===== src/hdl/adx_pkg.sv =====
package adx_pkg;
  // Register map of the special function space
  localparam logic [7:0] ADX_DEC_ADDR      = 8'hD4;  // Decimation register address
  localparam logic [7:0] ADX_DEC_RESET     = 8'h45;  // Decimation power-on value
  localparam logic [7:0] ADX_EXC_ADDR      = 8'hD5;  // Excitation register address
  localparam logic [7:0] ADX_EXC_RESET     = 8'h00;  // Excitation power-on value
  localparam logic [7:0] ADX_EXC_IMPL_MASK = 8'h4F;  // Bits 7, 5, 4 not implemented

  // Excitation field positions
  localparam int ADX_SRC1_EN_BIT  = 0;  // First source enable
  localparam int ADX_SRC2_EN_BIT  = 1;  // Second source enable
  localparam int ADX_SRC1_SEL_BIT = 2;  // First source: 0 input seven, 1 input eight
  localparam int ADX_SRC2_SEL_BIT = 3;  // Second source: 0 input eight, 1 input seven
  localparam int ADX_BURNOUT_BIT  = 6;  // Burnout current enable

  // Rate divisors in reference clock periods per decimation step
  localparam logic [4:0] ADX_CHOP_MULT   = 5'h18;  // 3 x 8 with chopping
  localparam logic [4:0] ADX_NOCHOP_MULT = 5'h08;  // 8 without chopping
  localparam logic [7:0] ADX_CHOP_MIN    = 8'h0D;  // Least word while chopping

  // Outputs to discard after an excitation change
  localparam logic [2:0] ADX_SETTLE_CHOP   = 3'h4;  // Fourth output settled, chop on
  localparam logic [2:0] ADX_SETTLE_NOCHOP = 3'h3;  // Third output settled, chop off

  // Primary channel codes of the two burnout-capable input pairs
  localparam logic [3:0] ADX_PAIR_FIVE_SIX    = 4'hC;
  localparam logic [3:0] ADX_PAIR_SEVEN_EIGHT = 4'hD;

  // Period counter width: 24 x 255 needs 13 bits
  localparam int ADX_PERIOD_W = 13;
endpackage : adx_pkg


===== src/hdl/adx_decim_excite.sv =====
// Function
// RULE_01 - Decimation register at D4, reset 45
// RULE_02 - Rate is reference over 24x or 8x word
// RULE_03 - Chop disable bit zero means chopping on
// RULE_04 - Chopping treats words below 13 as 13
// RULE_05 - Calibration keeps the programmed decimation word
// RULE_06 - Software should program 255 before calibration
// RULE_07 - Excitation register at D5, reset 00
// RULE_08 - Burnout only on primary pairs five-six, seven-eight
// RULE_09 - Bit 3 routes source two: eight or seven
// RULE_10 - Bit 2 routes source one: seven or eight
// RULE_11 - Bits 1, 0 enable sources two, one
// RULE_12 - Bits 7, 5, 4 unimplemented, writes ignored
// RULE_13 - Excitation write immediate, converters not restarted
// RULE_14 - Discard outputs until third or fourth after change
// RULE_15 - Both sources may share one pin
// RULE_16 - Decimation readback returns the written value
`timescale 1ns/1ps
module adx_decim_excite
  import adx_pkg::*;
(
  input  wire logic       clock,
  input  wire logic       rstn,
  input  wire logic [7:0] sfrAddr,              // Special function address
  input  wire logic [7:0] sfrWrData,            // Write data
  input  wire logic       sfrWr,                // Write strobe, one cycle
  input  wire logic       sfrRd,                // Read strobe, one cycle
  output logic      [7:0] sfrRdData,            // Read data, valid cycle after strobe
  input  wire logic       chopDisable,          // Chop disable bit of mode register
  input  wire logic [3:0] primaryChSel,         // Primary converter channel code
  input  wire logic       refClk,               // 32.768 kHz reference, sampled
  output logic            rateTick,             // One pulse per conversion output
  output logic      [7:0] decimationWord,       // Word the filter really uses
  output logic            sourceOneToSeven,     // First source drives input seven
  output logic            sourceOneToEight,     // First source drives input eight
  output logic            sourceTwoToSeven,     // Second source drives input seven
  output logic            sourceTwoToEight,     // Second source drives input eight
  output logic            burnoutPairFiveSix,   // Burnout on pair five-six
  output logic            burnoutPairSevenEight,// Burnout on pair seven-eight
  output logic            resultSettled         // Enough outputs since excitation change
);
  logic [7:0] sincDecimationCtrl;         // Decimation register
  logic [7:0] next_sincDecimationCtrl;
  logic [7:0] excitationCurrentCtrl;      // Excitation register, implemented bits only
  logic [7:0] next_excitationCurrentCtrl;
  logic [7:0] next_sfrRdData;
  logic       refPrev;                    // Reference level one cycle ago
  logic       refEdge;                    // Reference rising edge
  logic [2:0] settleCount;                // Outputs seen since last excitation change
  logic [2:0] next_settleCount;
  logic [2:0] settleTarget;               // Outputs needed for settling
  logic [4:0] rateMult;                   // 24 or 8
  logic [ADX_PERIOD_W-1:0] periodLen;     // Reference periods per output
  logic       decWrite;                   // Write hits decimation register
  logic       excWrite;                   // Write hits excitation register
  logic       excChange;                  // Excitation write alters a live bit

  assign decWrite  = sfrWr && (sfrAddr == ADX_DEC_ADDR);  // [RULE_01]
  assign excWrite  = sfrWr && (sfrAddr == ADX_EXC_ADDR);  // [RULE_07]
  assign excChange = excWrite &&
                     ((sfrWrData & ADX_EXC_IMPL_MASK) != excitationCurrentCtrl);

  // Register writes; unimplemented excitation bits dropped on the way in
  always_comb begin
    next_sincDecimationCtrl    = sincDecimationCtrl;
    next_excitationCurrentCtrl = excitationCurrentCtrl;
    if (decWrite) begin
      next_sincDecimationCtrl = sfrWrData;  // [RULE_01]
    end
    if (excWrite) begin
      next_excitationCurrentCtrl = sfrWrData & ADX_EXC_IMPL_MASK;  // [RULE_12]
    end
  end

  // Readback; raw word returned even when the filter clamps it
  always_comb begin
    next_sfrRdData = sfrRdData;
    if (sfrRd) begin
      case (sfrAddr)
        ADX_DEC_ADDR: next_sfrRdData = sincDecimationCtrl;     // [RULE_16]
        ADX_EXC_ADDR: next_sfrRdData = excitationCurrentCtrl;  // [RULE_12]
        default:      next_sfrRdData = 8'h00;  // Unmapped reads as zero
      endcase
    end
  end

  // Register state
  always_ff @(posedge clock) begin
    if (!rstn) begin
      sincDecimationCtrl    <= ADX_DEC_RESET;  // [RULE_01]
      excitationCurrentCtrl <= ADX_EXC_RESET;  // [RULE_07]
      sfrRdData             <= 8'h00;
    end else begin
      sincDecimationCtrl    <= next_sincDecimationCtrl;
      excitationCurrentCtrl <= next_excitationCurrentCtrl;
      sfrRdData             <= next_sfrRdData;
    end
  end

  // Effective word: clamp under chop; no calibration override exists here
  always_comb begin
    decimationWord = sincDecimationCtrl;  // [RULE_05]
    if (!chopDisable && (sincDecimationCtrl < ADX_CHOP_MIN)) begin  // [RULE_03]
      decimationWord = ADX_CHOP_MIN;  // [RULE_04]
    end
  end

  // Divisor choice by chop mode
  assign rateMult  = chopDisable ? ADX_NOCHOP_MULT : ADX_CHOP_MULT;  // [RULE_03]
  // Both factors widened first so the product cannot wrap (24 x 255 fits)
  assign periodLen = ADX_PERIOD_W'(rateMult) * ADX_PERIOD_W'(decimationWord);  // [RULE_02]

  // Reference edge detect; reference is taken as synchronous
  always_ff @(posedge clock) begin
    if (!rstn) begin
      refPrev <= 1'b0;
    end else begin
      refPrev <= refClk;
    end
  end
  assign refEdge = refClk && !refPrev;

  // Output rate generator; excitation writes never touch it
  adx_rate_divider #(
    .PERIOD_W (ADX_PERIOD_W)
  ) u_divider (
    .clock     (clock),
    .rstn      (rstn),
    .refEdge   (refEdge),
    .periodLen (periodLen),   // [RULE_02]
    .rateTick  (rateTick)     // [RULE_13]
  );

  // Excitation routing straight from the register, takes effect at once
  assign sourceOneToSeven = excitationCurrentCtrl[ADX_SRC1_EN_BIT] &&
                            !excitationCurrentCtrl[ADX_SRC1_SEL_BIT];  // [RULE_10] [RULE_11]
  assign sourceOneToEight = excitationCurrentCtrl[ADX_SRC1_EN_BIT] &&
                            excitationCurrentCtrl[ADX_SRC1_SEL_BIT];   // [RULE_10]
  assign sourceTwoToEight = excitationCurrentCtrl[ADX_SRC2_EN_BIT] &&
                            !excitationCurrentCtrl[ADX_SRC2_SEL_BIT];  // [RULE_09] [RULE_11]
  assign sourceTwoToSeven = excitationCurrentCtrl[ADX_SRC2_EN_BIT] &&
                            excitationCurrentCtrl[ADX_SRC2_SEL_BIT];   // [RULE_09]
  // Both sources may land on one pin; no exclusion is applied [RULE_15]

  // Burnout reaches only the two primary pairs, never the auxiliary path
  assign burnoutPairFiveSix    = excitationCurrentCtrl[ADX_BURNOUT_BIT] &&
                                 (primaryChSel == ADX_PAIR_FIVE_SIX);     // [RULE_08]
  assign burnoutPairSevenEight = excitationCurrentCtrl[ADX_BURNOUT_BIT] &&
                                 (primaryChSel == ADX_PAIR_SEVEN_EIGHT);  // [RULE_08]

  // Settling tracker helps software skip unsettled outputs
  assign settleTarget = chopDisable ? ADX_SETTLE_NOCHOP : ADX_SETTLE_CHOP;
  always_comb begin
    next_settleCount = settleCount;
    if (excChange) begin
      next_settleCount = 3'h0;  // Change restarts the wait [RULE_14]
    end else if (rateTick && (settleCount < settleTarget)) begin
      next_settleCount = settleCount + 3'h1;
    end
  end

  // Settle count; reset counts as settled since nothing changed yet
  always_ff @(posedge clock) begin
    if (!rstn) begin
      settleCount <= ADX_SETTLE_CHOP;
    end else begin
      settleCount <= next_settleCount;
    end
  end
  assign resultSettled = (settleCount >= settleTarget);  // [RULE_14]
endmodule : adx_decim_excite


===== src/hdl/adx_rate_divider.sv =====
`timescale 1ns/1ps
// Counts reference clock edges and pulses once per conversion period
module adx_rate_divider
  import adx_pkg::*;
#(
  parameter int PERIOD_W = ADX_PERIOD_W  // Width of the period count
) (
  input  wire logic                clock,
  input  wire logic                rstn,
  input  wire logic                refEdge,    // One pulse per reference period
  input  wire logic [PERIOD_W-1:0] periodLen,  // Reference periods per output
  output logic                     rateTick    // One pulse per conversion output
);
  logic [PERIOD_W-1:0] refCount;       // Edges counted in this period
  logic [PERIOD_W-1:0] next_refCount;  // Next edge count
  logic                wrapNow;        // Period completes on this edge

  // A shortened period takes effect at once via the >= compare
  assign wrapNow  = refEdge && (refCount >= periodLen - PERIOD_W'(1));
  assign rateTick = wrapNow;

  // Next count
  always_comb begin
    next_refCount = refCount;
    if (wrapNow) begin
      next_refCount = '0;
    end else if (refEdge) begin
      next_refCount = refCount + PERIOD_W'(1);
    end
  end

  // Count register
  always_ff @(posedge clock) begin
    if (!rstn) begin
      refCount <= '0;
    end else begin
      refCount <= next_refCount;
    end
  end
endmodule : adx_rate_divider


===== config.mk =====
export PLATFORM = sky130hd
export DESIGN_NAME = adx_decim_excite
export DESIGN_NICKNAME = d
export VERILOG_FILES = /design/src/hdl/adx_pkg.sv /design/src/hdl/adx_decim_excite.sv /design/src/hdl/adx_rate_divider.sv
export SDC_FILE = /design/constraint.sdc
export NUM_CORES = 1
export LEC_CHECK = 0
export BUFFER_PORTS_ARGS = -buffer_cell sky130_fd_sc_hd__buf_2
export CAP_MARGIN = 20
export CORE_AREA = 2 2 76 78
export DETAILED_ROUTE_END_ITERATION = 12
export DIE_AREA = 0 0 78 80
export PLACE_DENSITY = 0.71
export SYNTH_ARGS = -nofsm -noshare
export SYNTH_HDL_FRONTEND = slang
export SYNTH_SLANG_ARGS = --single-unit
export TNS_END_PERCENT = 50

===== constraint.sdc =====
create_clock -name clock -period 6.9 [get_ports clock]
set_input_delay 0.69 -clock clock [delete_from_list [all_inputs] [get_ports clock]]
set_output_delay 0.69 -clock clock [all_outputs]
set_load 0.005 [all_outputs]

Yosys cells after proc, flatten, opt, wreduce, memory -nomap -nowiden:

Index checks and enable logic that the tools add are counted.

* bits in registers: 38
* input bits: 26
* output and inout bits: 24
* logic and storage cells: 47

* add/sub/neg operators: 3
* multiply operators: 1
* magnitude comparators: 4
* eq/ne operators: 5
* multiplexer cells: 6
* bitwise gates (word level): 1
* reduce and logical (&&, ||, !) cells: 20

Operators by type and width (number)
* equality test 8 bit, second input constant: 2
* case mux 8 bit (2 select lines): 1
* adder 13 x 1 -> 13 bit, second input constant: 1
* >= comparator 13 bit: 1
* logical AND 1 bit: 13
* multiplier 5 x 8 -> 13 bit: 1
* subtractor 13 x 1 -> 13 bit, second input constant: 1
* two-way mux 3 bit: 3
* equality test 4 bit, second input constant: 2
* less-than comparator 8 x 4 -> 1 bit, second input constant: 1
* two-way mux 8 bit: 1
* two-way mux 5 bit: 1
* inequality test 5 bit: 1
* zero test 1 bit: 4
* OR reduction 2 bit: 2
* adder 3 x 1 -> 3 bit, second input constant: 1
* >= comparator 3 bit: 1
* less-than comparator 3 bit: 1
* nonzero test 2 bit: 1
* NOT 1 bit: 1

Logic depth before layout (Yosys ltp):

Gate-level depths: netlist of run 1.

* depth after elaboration: 10
* mapped depth: 23
* gate-level depth less buffers: 22

Modules after synthesis:

From an unflattened synthesis of run 1, not the netlist that was laid out.

* cells, all modules: 329
* area total of the unflattened synthesis: 2925.3 µm²

By module, submodules not included
* adx_decim_excite: times used 1, cells each 197, area an instance 1823.0 µm², sequential area each 500.5 µm²
* adx_rate_divider: times used 1, cells each 132, area an instance 1102.3 µm², sequential area each 260.2 µm²

Worst setup path after synthesis of run 1:

OpenSTA, ideal clock, no wires.

* path kind: input to output
* start: input chopDisable
* end: output rateTick
* data arrival time: 4.786 ns
* data required time: 6.210 ns
* setup slack: 1.424 ns
* cell stages on the path: 21
* buffers on the path: 0
* cell sequence: or4_1 -> nor2_1 -> nor2_1 -> inv_1 -> nand2_1 -> ha_1 -> inv_1 -> ha_1 -> ha_1 -> ha_1 -> fa_1 -> a21o_1 -> a21oi_1 -> o21bai_1 -> a21oi_1 -> xnor2_1 -> ha_1 -> a21oi_1 -> o21ai_0 -> nor4_1 -> nor2_1

* word-level cells in the longest chain between the ends: 7
* elaborated cells between the ends (all ways): 8
* those cells by class: add/sub (1); mul (1); order compare (1); mux (2); reduce/logical (3)

Ends and longest elaborated chain
* from (decl): RTL line adx_decim_excite.sv:29 `input wire logic chopDisable,`
* zero test 1 bit: RTL line adx_decim_excite.sv:103 `if (!chopDisable && (sincDecimationCtrl < ADX_CHOP_MIN)) begin`
* logical AND 1 bit: RTL line adx_decim_excite.sv:103
* two-way mux 8 bit: RTL line adx_decim_excite.sv:103
* net decimationWord[2]: RTL line adx_decim_excite.sv:33 `output logic [7:0] decimationWord,`
* multiplier 5 x 8 -> 13 bit: RTL line adx_decim_excite.sv:111 `assign periodLen = ADX_PERIOD_W'(rateMult) * ADX_PERIOD_W'(decimationWord);`
* subtractor 13 x 1 -> 13 bit: RTL line adx_rate_divider.sv:19 `assign wrapNow = refEdge && (refCount >= periodLen - PERIOD_W'(1));`
* >= comparator 13 bit: RTL line adx_rate_divider.sv:19
* logical AND 1 bit: RTL line adx_rate_divider.sv:19
* to (decl): RTL line adx_decim_excite.sv:32 `output logic rateTick,`

The timed path passes the listed nets, and every way through them passes these cells.

Worst setup path in the final report of run 1:

* start: input chopDisable
* end: output rateTick

* word-level cells in the longest chain between the ends: 7
* elaborated cells between the ends (all ways): 8
* those cells by class: add/sub (1); mul (1); order compare (1); mux (2); reduce/logical (3)

Ends and longest elaborated chain (RTL line)
* zero test 1 bit: adx_decim_excite.sv:103
* logical AND 1 bit: adx_decim_excite.sv:103
* two-way mux 8 bit: adx_decim_excite.sv:103
* multiplier 5 x 8 -> 13 bit *: adx_decim_excite.sv:111
* subtractor 13 x 1 -> 13 bit *: adx_rate_divider.sv:19
* >= comparator 13 bit *: adx_rate_divider.sv:19
* logical AND 1 bit *: adx_rate_divider.sv:19

Mark *: on every way between the ends. The rest lies on a longest branch, timed or not.

==> results of run 1 <==
[cell usage in the layout (no fill, tap or decap), types with 6 or more instances in the layout]
master and count:
dfxtp_1 38, nand3_1 29, clkbuf_8 6, nand2_1 31, ha_1 42, xnor2_1 11, xor2_1 12, buf_2 49
a21oi_1 24, inv_1 34, o21ai_0 6, nor2_1 27
[sequential cells by signal, summed over array words and instances (netlist names)]
| name | flops |
|---|---|
| sincDecimationCtrl | 8 |
| sfrRdData | 8 |
| excitationCurrentCtrl | 5 |
| u_divider.refCount | 13 |
| refPrev | 1 |
| settleCount | 3 |
[logic make-up (layout without fill, tap and decap cells)]
kind of cell             Yosys count  count (layout)  share of synthesized area [%]
adder cells (fa/ha/maj)           43              43                          20.77
buffers and inverters             46              93                          6.670
AND/OR/NAND/NOR                  121             121                          22.92
flip-flops                        38              38                          28.97
AO/OA/AOI/OAI                     54              54                          13.01
XOR/XNOR                          23              23                          7.670
[area by class of cell]
cell class | instances | area, um^2 | area share [%]
Inverter | 36 | 135.1 | 4.485
Clock inverter | 1 | 5.005 | 0.1661
Clock buffer | 7 | 86.33 | 2.865
Multi-Input combinational cell | 241 | 1690 | 56.10
Sequential cell | 38 | 760.7 | 25.25
Tap cell | 72 | 90.09 | 2.990
Timing Repair Buffer | 49 | 245.2 | 8.140
[layer usage]
layer	wire (um)	part of all wire [%]	vias to the layer above	global-route usage [%]
met3	201	3.8	4	3.281
met2	2470	47	39	30.69
met5	0	0	-	0
li1	-	-	1211	-
met4	45	0.85	0	5.263
met1	2583	49	1067	24.22
[stage by stage]
stage | hold WS [ns] | setup WS (ns) | power [mW] | std cells
finish | 0.4747 | 0.7577 | 0.4393 | 444
global route | 0.4983 | 0.2141 | 0.4638 | 444
CTS | 0.4798 | 0.7178 | 0.4458 | 444
detailed placement | 0.4669 | 0.7307 | 0.2869 | 436
global placement | 0.4569 | 0.9384 | 0.2854 | 436
floorplan | 0.4536 | 1.424 | 0.2672 | 325
[power groups by stage]
stage | registers, mW | clock network (mW) | logic [mW]
floorplan | 0.229 | 0 | 0.0382
global placement | 0.229 | 0 | 0.0564
detailed placement | 0.229 | 0 | 0.0578
CTS | 0.224 | 0.164 | 0.0583
global route | 0.225 | 0.172 | 0.0677
finish | 0.224 | 0.158 | 0.0575
[how the worst max path moves through the flow]
| stage | slack (ns) | cells past startpoint | end | from |
|---|---|---|---|---|
| finish | 0.76 | 23 | rateTick | chopDisable |
| CTS | 0.72 | 23 | rateTick | chopDisable |
| floorplan | 1.42 | 21 | rateTick | chopDisable |
| global placement | 0.94 | 23 | rateTick | chopDisable |
| global route | 0.21 | 23 | rateTick | chopDisable |
| detailed placement | 0.73 | 23 | rateTick | chopDisable |
[worst max-delay path, stage by stage]
cell	delay, ns
buf_2	0.13
or4_1	0.39
nor2_1	0.23
nor2_1	0.10
inv_1	0.07
nand2_1	0.05
ha_1	0.27
inv_1	0.04
ha_1	0.28
ha_1	0.29
ha_1	0.23
fa_1	0.41
a21o_1	0.18
a21oi_1	0.22
o21bai_1	0.09
a21oi_1	0.17
xnor2_1	0.14
ha_1	0.27
a21oi_1	0.18
o21ai_0	0.15
nor4_1	0.63
nor2_1	0.09
buf_2	0.15
==> impl_metrics.py, run 1 <==
metrics = {
    "yosys": {
        "synth_edf_count": 0,
        "synth_warnings": 0,
        "ys_top_cells_by_count": "ha_1 (42), dfxtp_1 (38), inv_1 (34), nand2_1 (31), nand3_1 (29)",
        "synthArstFlopShare_pct": 0,
        "yosys.area.top_type": "dfxtp_1",
        "syn_nets": 394,
        "ys_seq_area_share_pct": 28.97,
        "synth_seq_cells": 38,
        "synthCells": 325,
        "ys_types": 38,
        "synthFlopType": "dfxtp_1",
        "synth.avg_cell_area_um2": 8.081,
        "synth_top_cell_area_share_pct": 28.97,
        "netlist_area_um2": 2626,
        "synth_most_common_cell": "ha_1",
        "synthTopCellsByArea": "dfxtp_1 (29%), ha_1 (20%), nand3_1 (5.5%)",
    },
    "clock_tree": {
        "cts_sinks": 38,
        "cts_tree": "built",
        "clock_latency_ns": 0.29,
        "cts_buffer_depth": 2,
        "cts-root-buf": "clkbuf_8",
        "post_cts_buffers": 0,
        "ctsHoldBuffers": 0,
        "cts_made_buffers": 5,
        "path_clk_slew_ns": 0.07,
        "cts-htree-levels": 2,
        "cts_resized": 0,
    },
    "power_and_ir_drop": {
        "leakagePower_nw": 1.414,
        "power_density_nw_per_um2": 145.8,
        "p_comb_share_pct": 13.1,
        "clockPowerShare_pct": 35.9,
        "power.net_switching_mw": 0.1111,
        "swShare_pct": 25.28,
        "p_int_mw": 0.3282,
        "ir_drop_mv": 0.1225,
        "p_seq_share_pct": 51.0,
    },
    "layout": {
        "n_antenna_cell": 0,
        "area_growth_pct": 14.72,
        "nets": 440,
        "fillCellCount": 504,
        "layout-drive-gt1-share_pct": 16.67,
        "final_area_um2": 3013,
        "fin_util_pct": 55.74,
    },
    "floorplanning": {
        "die_area_um2": 6240,
        "ios": 50,
        "std_cell_rows": 27,
        "die_h_um": 80,
        "floorplan.initialDensity_pct": 48.59,
        "coreArea_um2": 5405,
        "chipWidth_um": 78,
    },
    "timing": {
        "period_share_pct": 89.02,
        "slew_headroom_pct": 36.40,
        "final.setup.tns_ns": 0,
        "finClkSkew_ns": 0.007457,
        "finalMaxSlewViolations": 0,
        "rsz0062_at_grt": "false",
        "fmax_ghz": 0.1628,
        "final-hold-violation-count": 0,
        "setup_violations": 0,
        "fin_crit_ns": 6.142,
        "tightest_slew_ns": 0.9488,
    },
    "detailed_routing": {
        "drcViolationCount": 0,
        "ant_nets": 0,
        "first_pass_iters": 4,
        "wirelength_mm": 5.301,
        "wl_per_cell_um": 11.94,
        "vias_per_cell": 5.227,
        "drt_iter0_drc": 81,
        "num_vias": 2321,
    },
    "global_routing": {
        "grt_pass1_wl_mm": 9.328,
        "gr-total-overflow": 0,
        "antenna_found_initial": 0,
        "grt_max_degree": 20,
        "grtUsageTotal_pct": 18.34,
        "grt_pass1_vias": 2197,
    },
    "min_path": {
        "whs_path_depth": 2,
        "whs_endpoint": "sfrRdData[5]",
        "min-delay-start": "sfrRdData[5]",
        "hold_path.class": "reg -> reg",
    },
    "place": {
        "post-dp-hpwl_mm": 4.235,
        "dpl-instance-area_um2": 2922,
        "gp_congestion": 0.7714,
        "port-buffer-count": 49,
    },
    "critical_path": {
        "timing.rr.end": "u_divider.refCount[1]",
        "r2r_cells": 22,
        "regToRegStartpoint": "sincDecimationCtrl[4]",
        "critPathKind": "in -> out",
        "critPathMaxFanout": 5,
        "cp-end-kind": "primary output",
        "cp-start-kind": "input pin",
        "regToRegSetupSlack_ns": 1.26,
        "arrival_ns": 5.45,
        "crit_required_ns": 6.21,
    },
    "run": {
        "drv_cap": 0,
    },
    "run_status": {
        "status": "complete, no violations",
    },
}
(Power assumes the default switching activity.)
==> run 2: changes to the inputs <==
--- a/config.mk
+++ b/config.mk
@@ -10,7 +10,7 @@
 export CORE_AREA = 2 2 76 78
 export DETAILED_ROUTE_END_ITERATION = 12
 export DIE_AREA = 0 0 78 80
-export PLACE_DENSITY = 0.71
+export PLACE_DENSITY = 0.8
 export SYNTH_ARGS = -nofsm -noshare
 export SYNTH_HDL_FRONTEND = slang
 export SYNTH_SLANG_ARGS = --single-unit
==> run 2 against run 1 <==
  * Global-route usage hardly changed
  * Clock skew decreased by 0.0029 ns
  * Register-to-register slack got worse by 0.03 ns
  * Final cell count unchanged
  * Fmax down 1.0%
  * Largest cell class unchanged
  * Via count grew 3.0%
  * Power about the same
  * Non-clock buffer count did not move
  * Combinational power is essentially flat
  * First-iteration DRC count is 77% higher
  * Highest routed layer unchanged
  * Clock power about the same
  * Sequential power is essentially flat
==> impl_metrics.py, run 2 (synthesis gave the netlist of run 1 again) <==
metrics = {
    "layout": {
        "final_common_cell": "buf_2",
        "largest_register_ffs": 13,
        "nets": 440,
        "reg_top3": "u_divider.refCount (13), sfrRdData (8), sincDecimationCtrl (8)",
        "n_antenna_cell": 0,
        "area_growth_pct": 14.72,
        "layout-drive-gt1-share_pct": 16.67,
        "fillCellCount": 493,
        "largest-register": "u_divider.refCount",
        "fin_util_pct": 55.74,
        "mostFrequentLayoutCells": "buf_2 (49), ha_1 (42), dfxtp_1 (38)",
    },
    "timing": {
        "fmax_ghz": 0.1611,
        "final.setup.tns_ns": 0,
        "slew_headroom_pct": 34.77,
        "fin_crit_ns": 6.206,
        "rsz0062_at_grt": "false",
        "fin_hold_ws_ns": 0.4715,
        "finalMaxSlewViolations": 0,
        "final-hold-violation-count": 0,
        "period_share_pct": 89.95,
        "finClkSkew_ns": 0.004575,
        "setup_violations": 0,
        "tightest_slew_ns": 0.9731,
        "setup_ws_ns": 0.6937,
    },
    "critical_path": {
        "arrival_ns": 5.52,
        "crit_family": "adder cells",
        "cp_slowest_cell": "nor4_1",
        "cp-end-kind": "primary output",
        "slowest_delay_ns": 0.61,
        "cp-start-kind": "input pin",
        "path_common_cell": "ha_1",
        "critPathMaxFanout": 5,
        "startpoint": "chopDisable",
        "crit_required_ns": 6.21,
        "regToRegStartpoint": "sincDecimationCtrl[4]",
        "crit_buf_inv": 4,
        "path_cells": "buf_2, or4_1, nor2_1, nor2_1, inv_1, nand2_1, ha_1, inv_1, ha_1, ha_1, ha_1, fa_1, a21o_1, a21oi_1, o21bai_1, a21oi_1, xnor2_1, ha_1, a21oi_1, o21ai_0, nor4_1, nor2_1, buf_2",
        "critPathKind": "in -> out",
    },
    "power_and_ir_drop": {
        "power_density_nw_per_um2": 145.7,
        "leakagePower_nw": 1.414,
        "swShare_pct": 25.22,
        "finalPower_mw": 0.4391,
        "clockPowerShare_pct": 35.8,
        "p_int_mw": 0.3283,
        "p_comb_share_pct": 13.2,
        "p_seq_share_pct": 51.0,
        "ir_drop_mv": 0.09202,
        "power.net_switching_mw": 0.1107,
    },
    "global_routing": {
        "grt_pass1_vias": 2120,
        "gr-total-overflow": 0,
        "grt_pass1_wl_mm": 9.280,
        "grt_max_degree": 20,
        "grtUsageTotal_pct": 18.38,
        "antenna_found_initial": 0,
    },
    "clock_tree": {
        "cts_sinks": 38,
        "cts-root-buf": "clkbuf_8",
        "clock_latency_ns": 0.29,
        "cts_made_buffers": 5,
        "post_cts_buffers": 0,
        "cts-htree-levels": 2,
        "path_clk_slew_ns": 0.07,
        "cts_tree": "built",
        "cts_resized": 0,
        "cts_buffer_depth": 2,
        "ctsHoldBuffers": 0,
    },
    "run": {
        "drv_cap": 0,
    },
    "detailed_routing": {
        "num_vias": 2391,
        "vias_per_cell": 5.385,
        "drt_iter0_drc": 143,
        "wirelength_mm": 5.429,
        "first_pass_iters": 4,
        "wl_per_cell_um": 12.23,
        "ant_nets": 0,
        "drcViolationCount": 0,
    },
    "floorplanning": {
        "std_cell_rows": 27,
        "coreArea_um2": 5405,
        "die_h_um": 80,
        "floorplan.initialDensity_pct": 48.59,
        "ios": 50,
        "die_area_um2": 6240,
        "chipWidth_um": 78,
    },
    "place": {
        "gp_congestion": 0.8393,
        "post-place-ws_ns": 0.7041,
        "post-dp-hpwl_mm": 4.314,
        "port-buffer-count": 49,
    },
    "run_status": {
        "status": "complete, no violations",
    },
    "min_path": {
        "min-delay-start": "sfrRdData[5]",
        "hold_path.class": "reg -> reg",
    },
}
-- run 2: worst reg2reg max path, cell delays in order (launching register included) --
cell	delay, ns
dfxtp_1	0.36
or4_1	0.54
nor2_1	0.21
nor2_1	0.09
inv_1	0.08
nand2_1	0.06
ha_1	0.28
inv_1	0.04
ha_1	0.28
ha_1	0.29
ha_1	0.23
fa_1	0.41
a21o_1	0.19
a21oi_1	0.23
o21bai_1	0.10
a21oi_1	0.18
xnor2_1	0.15
ha_1	0.28
a21oi_1	0.18
o21ai_0	0.15
nor4_1	0.61
o21ai_1	0.43
nor2_1	0.23
-- run 2: worst paths after layout --
kind / endpoint / slack, ns / cells after the start
setup / recovery: rateTick / 0.69 / 23
hold reg to reg: sfrRdData[5] / 0.47 / 2
setup reg to reg: u_divider.refCount[4] / 1.23 / 22
hold / removal: sfrRdData[5] / 0.47 / 2
-- run 2: final cells by class --
type / instances / area [um^2] / area share (%)
inverter: 36 / 135.1 / 4.485
multi-input combinational: 241 / 1690 / 56.10
tap: 72 / 90.09 / 2.990
timing repair buffer: 49 / 245.2 / 8.140
sequential: 38 / 760.7 / 25.25
clock inverter: 1 / 5.005 / 0.1661
clock buffer: 7 / 86.33 / 2.865
-- run 2: routing by layer --
layer,vias to the layer above,global-route usage (%),wire [um]
li1,1211,-,-
met1,1125,24.18,2440
met2,49,30.95,2710
met3,6,2.828,203
met4,0,5.789,74
met5,-,0,0
-- run 2: power by group through the flow --
stage / Sequential, mW / Clock [mW] / Combinational [mW]
6_report: 0.224 / 0.157 / 0.0578
5_1_grt: 0.224 / 0.170 / 0.0665
4_1_cts: 0.224 / 0.161 / 0.0583
3_5_place_dp: 0.229 / 0 / 0.0581
3_3_place_gp: 0.229 / 0 / 0.0559
2_1_floorplan: 0.229 / 0 / 0.0382
-- run 2: per-stage QoR --
stage	cell area, um^2	instances
final	3013	444
after global routing	3013	444
after CTS	3013	444
after detailed placement	2922	436
after global placement	2922	436
after floorplan	2626	325
